===== src/shared/gpcc_regs.vh =====
// Behaviour
// - on termination load capacity with programmed fraction
// - count cycle after threshold mAh discharged
// - taper end after 40 s qualified low current
// - balance when threshold and difference reached, interval
// - threshold 65535 disables balancing
// - bit7 picks relative or absolute display
// - segment field picks three, four, five LEDs
// - bit4 adds check byte to host alarms
// - bit3 adds check byte to charger broadcasts
// - bit2 stops all broadcasts, mode cannot override
// - cell field zero four cells, one three
// - gauge bit4 selects computed discharge thresholds
// - gauge bit3 selects pack or lowest cell
// - gauge bit2 selects overvoltage source
// - continuous or once-after-reset midrange correction
// - integrity check periodic, flag after limit failures
// - misc bit5 lets integrity failure assert safety
// - sleep after 2 s low bus unless inhibited
// - overtemp cuts charge, discharge only if enabled
// - misc bit2 allows LEDs while charging
// - misc bit1 enables precharge switch
// - misc bit0 delays switch changes one second
// - clear overtemp suspension by hysteresis or 43.0 C
`ifndef GPCC_REGS_VH
`define GPCC_REGS_VH
`define GPCC_ADDR_PACK     8'h28
`define GPCC_ADDR_GAUGE    8'h29
`define GPCC_ADDR_MISC     8'h2A
`define GPCC_ADDR_FCT      8'h46
`define GPCC_ADDR_CYC_LO   8'h37
`define GPCC_ADDR_CYC_HI   8'h38
`define GPCC_ADDR_TAPQ     8'h4A
`define GPCC_ADDR_TAPT_LO  8'h48
`define GPCC_ADDR_TAPT_HI  8'h49
`define GPCC_ADDR_BAL_LO   8'hD9
`define GPCC_ADDR_BAL_HI   8'hDA
`define GPCC_ADDR_BALMIN   8'hDB
`define GPCC_ADDR_BALINT   8'hDC
`define GPCC_ADDR_AFECHK   8'hE4
`define GPCC_ADDR_AFELIM   8'hD3
`define GPCC_ADDR_HYST     8'h55
`define GPCC_ADDR_STATUS   8'hF0
`define GPCC_ADDR_CYCCNT   8'hF1
`define GPCC_PK_DISPLAY_SOC_SELECT      7
`define GPCC_PK_LED_HI     6
`define GPCC_PK_LED_LO     5
`define GPCC_PK_HPE        4
`define GPCC_PK_CPE        3
`define GPCC_PK_SM         2
`define GPCC_PK_CC         0
`define GPCC_GA_TERMINATION_CAPACITY_LOAD      6
`define GPCC_GA_COMPENSATED_THRESHOLD_ENABLE       4
`define GPCC_GA_END_DISCHARGE_VOLT_SOURCE       3
`define GPCC_GA_SAFETY_OVERVOLT_SOURCE      2
`define GPCC_GA_MIDRANGE_CORRECT_CONTINUOUS       1
`define GPCC_GA_MIDRANGE_CORRECT_ONESHOT       0
`define GPCC_MI_AC         5
`define GPCC_MI_DS         4
`define GPCC_MI_OT         3
`define GPCC_MI_CHARGE_TIME_DISPLAY_ENABLE      2
`define GPCC_MI_PHG        1
`define GPCC_MI_VOD        0
`define GPCC_BAL_OFF       16'hFFFF
`define GPCC_TEMP_CLR      16'h01AE
`define GPCC_CLK_HZ        50000000
`define GPCC_TAPER_S       40
`define GPCC_SLEEP_S       2
`define GPCC_DELAY_S       1
`define GPCC_NV_LAST       5'h0F
`endif


===== src/rtl/gpcc_top.v =====
// Our own choice: the plain strobed port.
`timescale 1ns/1ps
`include "gpcc_regs.vh"
module gpcc_top #(
  parameter SEC_DIV = `GPCC_CLK_HZ
) (
  // clock and reset
  input  wire        I_CLK,
  input  wire        I_RST_N,
  // nonvolatile storage read port, data one cycle later
  output reg  [7:0]  O_NV_ADDR,
  output reg         O_NV_RD,
  input  wire [7:0]  I_NV_DATA,
  // register port
  input  wire [7:0]  I_ADDR,
  input  wire [7:0]  I_WDATA,
  input  wire        I_WR,
  input  wire        I_RD,
  output reg  [7:0]  O_RDATA,
  // measurements
  input  wire        I_CHARGING,
  input  wire        I_FAST_TERM,
  input  wire [15:0] I_PACK_MV,
  input  wire [15:0] I_CHG_VOLT_MV,
  input  wire [15:0] I_CURRENT_MA,
  input  wire [15:0] I_CELL_MAX_MV,
  input  wire [15:0] I_CELL_MIN_MV,
  input  wire [15:0] I_FCC,
  input  wire        I_DSG_MAH_TICK,
  input  wire [15:0] I_TEMP_DK,
  input  wire [15:0] I_MAXTEMP_DK,
  input  wire        I_OVERTEMP,
  input  wire        I_AFE_CHECK_FAIL,
  input  wire        I_SMB_LOW,
  input  wire        I_PRECHG_COND,
  input  wire        I_CHG_FET_REQ,
  input  wire        I_DSG_FET_REQ,
  input  wire        I_MIDRANGE_REQ,
  // decoded configuration and control outputs
  output reg         O_READY,
  output reg         O_DISPLAY_SOC_SELECT,
  output reg  [2:0]  O_DISPLAY_SEGMENT_COUNT,
  output reg         O_LED_ENABLE,
  output reg         O_HOST_ALARM_CRC_ENABLE,
  output reg         O_CHARGER_BROADCAST_CRC_ENABLE,
  output reg         O_BROADCAST_ENABLE,
  output reg  [2:0]  O_SERIES_CELL_COUNT,
  output reg         O_COMPENSATED_THRESHOLD_ENABLE,
  output reg         O_END_DISCHARGE_VOLT_SOURCE,
  output reg         O_SAFETY_OVERVOLT_SOURCE,
  output reg         O_MIDRANGE_CORRECT,
  output reg         O_RM_LOAD,
  output reg  [15:0] O_RM_VALUE,
  output reg  [15:0] O_CYCLE_COUNT,
  output reg         O_TAPER_TERM,
  output reg         O_BALANCE,
  output reg         O_AFE_FAIL,
  output reg         O_SAFE,
  output reg         O_SLEEP,
  output reg         O_CHG_FET,
  output reg         O_DSG_FET,
  output reg         O_PRECHG_FET,
  output reg         O_TEMP_SUSPEND
);
  // power-up load machine
  localparam ST_LOAD = 2'h0;
  localparam ST_RUN  = 2'h1;

  localparam integer TAPER_CYC = `GPCC_TAPER_S;
  localparam integer SLEEP_CYC = `GPCC_SLEEP_S;
  localparam integer DELAY_CYC = `GPCC_DELAY_S;

  reg  [1:0]  state_reg;
  reg  [4:0]  ld_idx_reg;
  reg  [4:0]  ld_idx_d_reg;
  reg         ld_vld_reg;
  reg  [7:0]  pack_option_byte_reg;
  reg  [7:0]  gauge_option_byte_reg;
  reg  [7:0]  misc_option_byte_reg;
  reg  [7:0]  fct_reg;
  reg  [15:0] cyc_thr_reg;
  reg  [7:0]  tap_qual_reg;
  reg  [15:0] tap_thr_reg;
  reg  [15:0] bal_thr_reg;
  reg  [7:0]  bal_min_reg;
  reg  [7:0]  bal_int_reg;
  reg  [7:0]  afe_per_reg;
  reg  [7:0]  afe_lim_reg;
  reg  [7:0]  hyst_reg;
  reg  [15:0] dsg_acc_reg;
  reg  [7:0]  afe_tmr_reg;
  reg  [7:0]  afe_cnt_reg;
  reg  [7:0]  bal_tmr_reg;
  reg         once_done_reg;
  reg         chg_cmd_reg;
  reg         dsg_cmd_reg;
  reg  [7:0]  rd_mux;
  reg  [7:0]  nv_addr_next;
  wire        sec;
  wire        run = (state_reg == ST_RUN);
  wire        taper_done;
  wire        sleep_done;
  wire        chg_dly_done;
  wire        dsg_dly_done;
  wire [16:0] tap_floor = {1'b0, I_CHG_VOLT_MV} - {9'h000, tap_qual_reg};
  wire        taper_cond = run && I_CHARGING && !tap_floor[16]
                && (I_PACK_MV >= tap_floor[15:0]) && (I_CURRENT_MA < tap_thr_reg);
  wire [15:0] cell_diff = I_CELL_MAX_MV - I_CELL_MIN_MV;
  wire        chg_want = I_CHG_FET_REQ && !I_OVERTEMP;
  wire        dsg_want = I_DSG_FET_REQ
                && !(I_OVERTEMP && misc_option_byte_reg[`GPCC_MI_OT]);
  wire        fet_switch_delay = misc_option_byte_reg[`GPCC_MI_VOD];
  wire [31:0] rm_prod = I_FCC * ({8'h00, fct_reg} + 16'h0001);

  gpcc_tick #(.DIV(SEC_DIV)) u_tick (
    .i_clk   (I_CLK),
    .i_rst_n (I_RST_N),
    .o_tick  (sec)
  );
  gpcc_secs #(.W(8)) u_taper (
    .i_clk   (I_CLK),
    .i_rst_n (I_RST_N),
    .i_sec   (sec),
    .i_hold  (taper_cond),
    .i_limit (TAPER_CYC[7:0] + 8'h01), // first tick may be partial
    .o_done  (taper_done)
  );
  gpcc_secs #(.W(8)) u_sleep (
    .i_clk   (I_CLK),
    .i_rst_n (I_RST_N),
    .i_sec   (sec),
    .i_hold  (run && I_SMB_LOW && !misc_option_byte_reg[`GPCC_MI_DS]),
    .i_limit (SLEEP_CYC[7:0] + 8'h01), // first tick may be partial
    .o_done  (sleep_done)
  );
  gpcc_secs #(.W(8)) u_chg_dly (
    .i_clk   (I_CLK),
    .i_rst_n (I_RST_N),
    .i_sec   (sec),
    .i_hold  (chg_want != chg_cmd_reg),
    .i_limit (fet_switch_delay ? DELAY_CYC[7:0] + 8'h01 : 8'h00),
    .o_done  (chg_dly_done)
  );
  gpcc_secs #(.W(8)) u_dsg_dly (
    .i_clk   (I_CLK),
    .i_rst_n (I_RST_N),
    .i_sec   (sec),
    .i_hold  (dsg_want != dsg_cmd_reg),
    .i_limit (fet_switch_delay ? DELAY_CYC[7:0] + 8'h01 : 8'h00),
    .o_done  (dsg_dly_done)
  );

  // storage walk order, one address per index
  always @* begin
    case (ld_idx_reg)
      5'h00: nv_addr_next = `GPCC_ADDR_PACK;
      5'h01: nv_addr_next = `GPCC_ADDR_GAUGE;
      5'h02: nv_addr_next = `GPCC_ADDR_MISC;
      5'h03: nv_addr_next = `GPCC_ADDR_FCT;
      5'h04: nv_addr_next = `GPCC_ADDR_CYC_LO;
      5'h05: nv_addr_next = `GPCC_ADDR_CYC_HI;
      5'h06: nv_addr_next = `GPCC_ADDR_TAPQ;
      5'h07: nv_addr_next = `GPCC_ADDR_TAPT_LO;
      5'h08: nv_addr_next = `GPCC_ADDR_TAPT_HI;
      5'h09: nv_addr_next = `GPCC_ADDR_BAL_LO;
      5'h0A: nv_addr_next = `GPCC_ADDR_BAL_HI;
      5'h0B: nv_addr_next = `GPCC_ADDR_BALMIN;
      5'h0C: nv_addr_next = `GPCC_ADDR_BALINT;
      5'h0D: nv_addr_next = `GPCC_ADDR_AFECHK;
      5'h0E: nv_addr_next = `GPCC_ADDR_AFELIM;
      5'h0F: nv_addr_next = `GPCC_ADDR_HYST;
      default: nv_addr_next = 8'h00;
    endcase
  end

  always @* begin
    case (I_ADDR)
      `GPCC_ADDR_PACK:   rd_mux = pack_option_byte_reg;
      `GPCC_ADDR_GAUGE:  rd_mux = gauge_option_byte_reg;
      `GPCC_ADDR_MISC:   rd_mux = misc_option_byte_reg;
      `GPCC_ADDR_STATUS: rd_mux = {2'h0, O_SLEEP, O_SAFE, O_AFE_FAIL, O_BALANCE,
                                   O_TAPER_TERM, O_READY};
      `GPCC_ADDR_CYCCNT: rd_mux = O_CYCLE_COUNT[7:0];
      default:           rd_mux = 8'h00;
    endcase
  end

  // load and register access
  always @(posedge I_CLK or negedge I_RST_N) begin
    if (!I_RST_N) begin
      state_reg             <= ST_LOAD;
      ld_idx_reg            <= 5'h00;
      ld_idx_d_reg          <= 5'h00;
      ld_vld_reg            <= 1'b0;
      O_NV_ADDR             <= 8'h00;
      O_NV_RD               <= 1'b0;
      O_READY               <= 1'b0;
      O_RDATA               <= 8'h00;
      pack_option_byte_reg  <= 8'h00;
      gauge_option_byte_reg <= 8'h00;
      misc_option_byte_reg  <= 8'h00;
      fct_reg               <= 8'h00;
      cyc_thr_reg           <= 16'h0000;
      tap_qual_reg          <= 8'h00;
      tap_thr_reg           <= 16'h0000;
      bal_thr_reg           <= `GPCC_BAL_OFF;
      bal_min_reg           <= 8'h00;
      bal_int_reg           <= 8'h00;
      afe_per_reg           <= 8'h00;
      afe_lim_reg           <= 8'h00;
      hyst_reg              <= 8'h00;
    end else begin
      O_RDATA    <= I_RD ? rd_mux : 8'h00;
      ld_vld_reg <= O_NV_RD;
      ld_idx_d_reg <= ld_idx_reg;
      case (state_reg)
        ST_LOAD: begin
          O_NV_RD   <= (ld_idx_reg <= `GPCC_NV_LAST);
          O_NV_ADDR <= nv_addr_next;
          if (ld_idx_reg <= `GPCC_NV_LAST)
            ld_idx_reg <= ld_idx_reg + 5'h01;
          else if (!ld_vld_reg && !O_NV_RD) begin
            state_reg <= ST_RUN;
            O_READY   <= 1'b1;
          end
        end
        ST_RUN: begin
          O_NV_RD <= 1'b0;
          // reserved bits are stored as written; programmer keeps them zero
          if (I_WR && I_ADDR == `GPCC_ADDR_PACK)  pack_option_byte_reg  <= I_WDATA;
          if (I_WR && I_ADDR == `GPCC_ADDR_GAUGE) gauge_option_byte_reg <= I_WDATA;
          if (I_WR && I_ADDR == `GPCC_ADDR_MISC)  misc_option_byte_reg  <= I_WDATA;
        end
        default: state_reg <= ST_LOAD;
      endcase
      if (ld_vld_reg) begin
        case (ld_idx_d_reg - 5'h01)
          5'h00: pack_option_byte_reg  <= I_NV_DATA;
          5'h01: gauge_option_byte_reg <= I_NV_DATA;
          5'h02: misc_option_byte_reg  <= I_NV_DATA;
          5'h03: fct_reg               <= I_NV_DATA;
          5'h04: cyc_thr_reg[7:0]      <= I_NV_DATA;
          5'h05: cyc_thr_reg[15:8]     <= I_NV_DATA;
          5'h06: tap_qual_reg          <= I_NV_DATA;
          5'h07: tap_thr_reg[7:0]      <= I_NV_DATA;
          5'h08: tap_thr_reg[15:8]     <= I_NV_DATA;
          5'h09: bal_thr_reg[7:0]      <= I_NV_DATA;
          5'h0A: bal_thr_reg[15:8]     <= I_NV_DATA;
          5'h0B: bal_min_reg           <= I_NV_DATA;
          5'h0C: bal_int_reg           <= I_NV_DATA;
          5'h0D: afe_per_reg           <= I_NV_DATA;
          5'h0E: afe_lim_reg           <= I_NV_DATA;
          5'h0F: hyst_reg              <= I_NV_DATA;
          default: hyst_reg            <= hyst_reg;
        endcase
      end
    end
  end

  // option decode, all registered; nothing acts before load completes
  always @(posedge I_CLK or negedge I_RST_N) begin
    if (!I_RST_N) begin
      O_DISPLAY_SOC_SELECT           <= 1'b0;
      O_DISPLAY_SEGMENT_COUNT        <= 3'h5;
      O_LED_ENABLE                   <= 1'b0;
      O_HOST_ALARM_CRC_ENABLE        <= 1'b0;
      O_CHARGER_BROADCAST_CRC_ENABLE <= 1'b0;
      O_BROADCAST_ENABLE             <= 1'b0;
      O_SERIES_CELL_COUNT            <= 3'h4;
      O_COMPENSATED_THRESHOLD_ENABLE <= 1'b0;
      O_END_DISCHARGE_VOLT_SOURCE    <= 1'b0;
      O_SAFETY_OVERVOLT_SOURCE       <= 1'b0;
      O_MIDRANGE_CORRECT             <= 1'b0;
      once_done_reg                  <= 1'b0;
    end else if (run) begin
      O_DISPLAY_SOC_SELECT <= pack_option_byte_reg[`GPCC_PK_DISPLAY_SOC_SELECT];
      case (pack_option_byte_reg[`GPCC_PK_LED_HI:`GPCC_PK_LED_LO])
        2'h1:    O_DISPLAY_SEGMENT_COUNT <= 3'h3;
        2'h2:    O_DISPLAY_SEGMENT_COUNT <= 3'h4;
        default: O_DISPLAY_SEGMENT_COUNT <= 3'h5;
      endcase
      O_LED_ENABLE <= !I_CHARGING || misc_option_byte_reg[`GPCC_MI_CHARGE_TIME_DISPLAY_ENABLE];
      O_HOST_ALARM_CRC_ENABLE <= pack_option_byte_reg[`GPCC_PK_HPE];
      O_CHARGER_BROADCAST_CRC_ENABLE <= pack_option_byte_reg[`GPCC_PK_CPE];
      O_BROADCAST_ENABLE <= !pack_option_byte_reg[`GPCC_PK_SM];
      O_SERIES_CELL_COUNT <= pack_option_byte_reg[`GPCC_PK_CC] ? 3'h3 : 3'h4;
      O_COMPENSATED_THRESHOLD_ENABLE <= gauge_option_byte_reg[`GPCC_GA_COMPENSATED_THRESHOLD_ENABLE];
      O_END_DISCHARGE_VOLT_SOURCE <= gauge_option_byte_reg[`GPCC_GA_END_DISCHARGE_VOLT_SOURCE];
      O_SAFETY_OVERVOLT_SOURCE <= gauge_option_byte_reg[`GPCC_GA_SAFETY_OVERVOLT_SOURCE];
      // one-shot fires on the first request after reset only
      O_MIDRANGE_CORRECT <= I_MIDRANGE_REQ && (gauge_option_byte_reg[`GPCC_GA_MIDRANGE_CORRECT_CONTINUOUS]
                            || (gauge_option_byte_reg[`GPCC_GA_MIDRANGE_CORRECT_ONESHOT] && !once_done_reg));
      if (I_MIDRANGE_REQ && gauge_option_byte_reg[`GPCC_GA_MIDRANGE_CORRECT_ONESHOT])
        once_done_reg <= 1'b1;
    end
  end

  // gauge events and protection
  always @(posedge I_CLK or negedge I_RST_N) begin
    if (!I_RST_N) begin
      O_RM_LOAD      <= 1'b0;
      O_RM_VALUE     <= 16'h0000;
      O_CYCLE_COUNT  <= 16'h0000;
      dsg_acc_reg    <= 16'h0000;
      O_TAPER_TERM   <= 1'b0;
      O_BALANCE      <= 1'b0;
      bal_tmr_reg    <= 8'h00;
      afe_tmr_reg    <= 8'h00;
      afe_cnt_reg    <= 8'h00;
      O_AFE_FAIL     <= 1'b0;
      O_SAFE         <= 1'b0;
      O_SLEEP        <= 1'b0;
      chg_cmd_reg    <= 1'b0;
      dsg_cmd_reg    <= 1'b0;
      O_CHG_FET      <= 1'b0;
      O_DSG_FET      <= 1'b0;
      O_PRECHG_FET   <= 1'b0;
      O_TEMP_SUSPEND <= 1'b0;
    end else if (run) begin
      // fraction = (code+1)/256 of full capacity
      O_RM_LOAD  <= I_FAST_TERM && gauge_option_byte_reg[`GPCC_GA_TERMINATION_CAPACITY_LOAD];
      O_RM_VALUE <= rm_prod[23:8];
      if (I_DSG_MAH_TICK) begin
        if (dsg_acc_reg + 16'h0001 >= cyc_thr_reg && cyc_thr_reg != 16'h0000) begin
          dsg_acc_reg   <= 16'h0000;
          O_CYCLE_COUNT <= O_CYCLE_COUNT + 16'h0001;
        end else
          dsg_acc_reg <= dsg_acc_reg + 16'h0001;
      end
      O_TAPER_TERM <= taper_done;
      // balancing decision held between interval ticks
      if (bal_thr_reg == `GPCC_BAL_OFF) begin
        O_BALANCE   <= 1'b0;
        bal_tmr_reg <= 8'h00;
      end else if (sec) begin
        if (bal_tmr_reg == 8'h00) begin
          bal_tmr_reg <= (bal_int_reg == 8'h00) ? 8'h00 : bal_int_reg - 8'h01;
          O_BALANCE   <= (I_CELL_MAX_MV >= bal_thr_reg)
                         && (cell_diff >= {8'h00, bal_min_reg});
        end else
          bal_tmr_reg <= bal_tmr_reg - 8'h01;
      end
      // periodic integrity check, failures accumulate to the limit
      if (sec) begin
        if (afe_tmr_reg == 8'h00) begin
          afe_tmr_reg <= (afe_per_reg == 8'h00) ? 8'h00 : afe_per_reg - 8'h01;
          if (I_AFE_CHECK_FAIL && afe_cnt_reg != 8'hFF)
            afe_cnt_reg <= afe_cnt_reg + 8'h01;
        end else
          afe_tmr_reg <= afe_tmr_reg - 8'h01;
      end
      if (afe_cnt_reg >= afe_lim_reg && afe_cnt_reg != 8'h00)
        O_AFE_FAIL <= 1'b1;
      O_SAFE <= O_AFE_FAIL && misc_option_byte_reg[`GPCC_MI_AC];
      O_SLEEP <= sleep_done;
      // overtemp gating in chg_want and dsg_want
      if (chg_dly_done) chg_cmd_reg <= chg_want;
      if (dsg_dly_done) dsg_cmd_reg <= dsg_want;
      O_CHG_FET <= chg_cmd_reg;
      O_DSG_FET <= dsg_cmd_reg;
      O_PRECHG_FET <= misc_option_byte_reg[`GPCC_MI_PHG] && I_PRECHG_COND;
      if (I_TEMP_DK >= I_MAXTEMP_DK)
        O_TEMP_SUSPEND <= 1'b1;
      else if (I_TEMP_DK <= `GPCC_TEMP_CLR
               || I_TEMP_DK + {8'h00, hyst_reg} * 16'd10 <= I_MAXTEMP_DK)
        O_TEMP_SUSPEND <= 1'b0;
    end
  end
endmodule


===== src/rtl/gpcc_tick.v =====
`timescale 1ns/1ps
// one-cycle enable every DIV clocks
module gpcc_tick #(
  parameter DIV = 50000000
) (
  input  wire i_clk,
  input  wire i_rst_n,
  output reg  o_tick
);
  reg [31:0] cnt_reg;
  always @(posedge i_clk or negedge i_rst_n) begin
    if (!i_rst_n) begin
      cnt_reg <= 32'h0;
      o_tick  <= 1'b0;
    end else if (cnt_reg == DIV - 1) begin
      cnt_reg <= 32'h0;
      o_tick  <= 1'b1;
    end else begin
      cnt_reg <= cnt_reg + 32'h1;
      o_tick  <= 1'b0;
    end
  end
endmodule


===== src/rtl/gpcc_secs.v =====
`timescale 1ns/1ps
// counts seconds while a condition holds; done once count reached
module gpcc_secs #(
  parameter W = 8
) (
  input  wire         i_clk,
  input  wire         i_rst_n,
  input  wire         i_sec,
  input  wire         i_hold,
  input  wire [W-1:0] i_limit,
  output wire         o_done
);
  reg [W-1:0] cnt_reg;
  assign o_done = i_hold && (cnt_reg >= i_limit);
  always @(posedge i_clk or negedge i_rst_n) begin
    if (!i_rst_n)
      cnt_reg <= {W{1'b0}};
    else if (!i_hold)
      cnt_reg <= {W{1'b0}};
    else if (i_sec && cnt_reg < i_limit)
      cnt_reg <= cnt_reg + {{(W-1){1'b0}}, 1'b1};
  end
endmodule


===== config.mk =====
export PLATFORM = sky130hd
export DESIGN_NAME = gpcc_top
export DESIGN_NICKNAME = d
export VERILOG_FILES = /design/src/rtl/gpcc_top.v /design/src/rtl/gpcc_tick.v /design/src/rtl/gpcc_secs.v
export VERILOG_INCLUDE_DIRS = /design/src /design/src/shared
export SDC_FILE = /design/constraint.sdc
export NUM_CORES = 1
export LEC_CHECK = 0
export BUFFER_PORTS_ARGS = -buffer_cell sky130_fd_sc_hd__buf_2
export CAP_MARGIN = 25
export CORE_ASPECT_RATIO = 1.75
export CORE_MARGIN = 2
export CORE_UTILIZATION = 38
export DETAILED_ROUTE_END_ITERATION = 16
export GPL_ROUTABILITY_DRIVEN = 0
export MAX_ROUTING_LAYER = met4
export PLACE_DENSITY = 0.59
export SETUP_SLACK_MARGIN = 0.1
export SYNTH_ARGS = -nofsm -noshare
export SYNTH_HDL_FRONTEND = slang
export SYNTH_HIERARCHICAL = 1
export SYNTH_SLANG_ARGS = --single-unit

===== constraint.sdc =====
create_clock -name I_CLK -period 6 [get_ports I_CLK]
set_input_delay 1.2 -clock I_CLK [delete_from_list [all_inputs] [get_ports I_CLK]]
set_output_delay 1.2 -clock I_CLK [all_outputs]
set_load 0.1 [all_outputs]

==> results.py <==
metrics = {
    "setup_path": {
        "crit_family": "adder cells",
        "criticalPathCategory": "reg -> reg",
        "crit_path_max_fanout": 10,
        "cpPeakStageDelay_ns": 0.54,
        "path_cells": "nand3_2, nor2_2, and3_4, xor2_4, buf_6, and2_1, fa_1, fa_1, fa_1, inv_1, fa_1, inv_1, ha_1, a21o_1, a21oi_2, nand2_1, o21a_4, a221o_1, a21oi_2, xor2_1, mux2_2",
        "path_buf_inv": 3,
        "worstPathArrival_ns": 6.13,
        "cp_slowest_cell": "fa_1",
        "critPathRequiredTime_ns": 6.42,
        "startpoint_type": "flip-flop",
        "endpoint_kind": "flip-flop",
        "crit_top_cell": "fa_1",
    },
    "logic_synthesis": {
        "yosys.area.top_type_share": 0.3073,
        "yosys_register_bits": 322,
        "yosysUniqueCellTypes": 87,
        "synth_area_um2": 24670,
        "synth_ff_type": "dfrtp_1",
        "synth_cells": 2563,
        "yosysSeqAreaShare": 0.3275,
        "async_flop_share": 1.000,
        "synth_common_cells": "303 x dfrtp_1, 294 x inv_1, 253 x ha_1",
        "synth_most_common_cell": "dfrtp_1",
        "syn_avg_cell_area_um2": 9.627,
        "synth_edf_count": 0,
        "ys_warn_count": 6,
        "yosys-top-cells-area": "dfrtp_1 31%, ha_1 13%, fa_1 8.2%, mux2_2 5.2%, inv_1 4.5%",
        "yosys.area.top_type": "dfrtp_1",
    },
    "floorplan": {
        "rows": 123,
        "core_um2": 64330,
        "initial_utilization": 0.3836,
        "io_pins": 241,
        "die_h_um": 341.1,
        "die_w_um": 196.6,
        "die-area_um2": 67070,
    },
    "cts": {
        "cts_max_level": 2,
        "clock_latency_ns": 0.56,
        "cts-root-buf": "clkbuf_16",
        "cts_tree": "done",
        "cts.sinks": 322,
        "clk_pin_slew_ns": 0.06,
        "cts_inserted_buffers": 36,
        "ctsLongestPathBuffers": 3,
        "cts_hold_buf": 0,
    },
    "layout": {
        "area_growth_pct": 14.81,
        "drive_above_1_share": 0.1887,
        "fin_nets": 3366,
        "largest_reg_flops": 32,
        "final_cells": 3691,
        "fin_area_um2": 28330,
        "postLayoutCoreUtil": 0.4404,
    },
    "timing": {
        "fin_crit_ns": 5.706,
        "fmax_mhz": 175.3,
        "rsz0062_at_grt": "no",
        "tightest_slew_ns": 1.055,
        "finalSetupViolCount": 0,
        "fin_crit_sh": 0.9510,
        "finalMaxSlewViolations": 0,
        "finClkSkew_ns": 0.03434,
        "hold_viol": 0,
        "whs_ns": 0.4072,
        "max_slew_margin": 0.2964,
    },
    "status": {
        "run_status": "finished, final reports clean",
    },
    "drt": {
        "firstDrtPassIters": 7,
        "num_vias": 19644,
        "drt-vias-per-instance": 5.322,
        "post_drt_wl_per_cell_um": 18.30,
        "wl_um": 67560,
        "route.detailed.drc": 0,
        "ant_nets": 0,
        "drt-initial-drc-count": 723,
    },
    "power_and_ir_drop": {
        "seqPwrFrac": 0.312,
        "netSwitchingPower_mw": 2.950,
        "p_sw_frac": 0.3794,
        "p_leak_nw": 13.78,
        "vdd_ir_drop_max_uv": 199.4,
        "total_power_mw": 7.776,
        "power_frac_comb": 0.408,
        "powerDensity_nw_per_um2": 274.5,
        "clkPwrFrac": 0.279,
        "p_int_mw": 4.826,
    },
    "place": {
        "placed_cell_area_um2": 26950,
        "hpwlAfterDp_um": 52290,
        "dp_cells": 3605,
        "port_buffers": 240,
    },
    "grt": {
        "grt_pass1_vias": 20646,
        "grt_use_total": 0.2105,
        "grt_max_degree": 97,
        "grt_pass1_wl_um": 108500,
        "antenna_found_initial": 10,
        "grt.overflow.total": 0,
    },
    "worst_hold_path": {
        "hold_class": "reg -> reg",
    },
    "flow_run": {
        "cap_violations": 0,
    },
}
==> through the flow <==
step | setup TNS (ns) | worst slack (ns)
after floorplan | 0 | 0.4650
after global placement | 0 | 0.05052
after detailed placement | -0.1091 | -0.1081
after CTS | 0 | 0.1188
after global routing | 0 | 0.02030
final | 0 | 0.2940
==> cells by family after synthesis <==
group                    synth area share
AND/OR/NAND/NOR                    0.1652
AO/OA/AOI/OAI                      0.1218
buffers and inverters             0.05578
adder cells (fa/ha/maj)            0.2102
flip-flops                         0.3275
multiplexers                      0.06912
XOR/XNOR                          0.05005
other                           0.0003044
==> repair_timing <==
action | CTS | global route
gates cloned | 0 | 0
setup buffers | 0 | 11
resized for setup | 3 | 20
endpoints found under the setup margin | 3 | 5
pin swaps | 0 | 5
==> routing by layer <==
metal  track usage  vias up  routed length (µm)
li1              -     9372                   -
met1        0.2271     9687               25840
met2        0.3795      433               35770
met3       0.03607      152                3027
met4       0.08725        0                2926
met5             -        -                   0
==> path summary, 6_finish.rpt <==
path	start	endpoint	slack, ns	cells after the start
max reg2reg	fct_reg[2]	O_RM_VALUE[15]	0.29	21
max in group asynchronous	I_RST_N	state_reg[0]	4.01	2
max	fct_reg[2]	O_RM_VALUE[15]	0.29	21
min	O_NV_RD	ld_vld_reg	0.41	0
min in group asynchronous	I_RST_N	bal_tmr_reg[6]	0.68	1
min reg2reg	O_NV_RD	ld_vld_reg	0.41	0
==> cell type report <==
type	instances	area, µm²
tap	812	1016
timing repair buffer	281	1544
clock buffer	50	1033
multi-input combinational	1911	15420
inverter	294	1104
antenna	6	15.01
fill	6296	36000
sequential	322	8087
clock inverter	15	107.6
==> layout by cell type, fill, tap and decap left out, types with 77 or more instances in the layout <==
master and instances:
a21oi_1 108, buf_2 239, dfrtp_1 301, fa_1 100, ha_1 252, inv_1 294
mux2_2 115, nand2_1 244, nor2_1 102, o21ai_0 136, xnor2_1 77
==> power groups by stage <==
stage / logic (mW) / registers (mW) / clock network [mW]
after detailed placement: 3.18 / 2.47 / 0
after global placement: 3.12 / 2.46 / 0
after CTS: 3.20 / 2.43 / 2.24
after floorplan: 1.88 / 2.91 / 0
final: 3.18 / 2.43 / 2.17
after global routing: 3.57 / 2.44 / 2.31
Power figures use the tool's default switching activity.
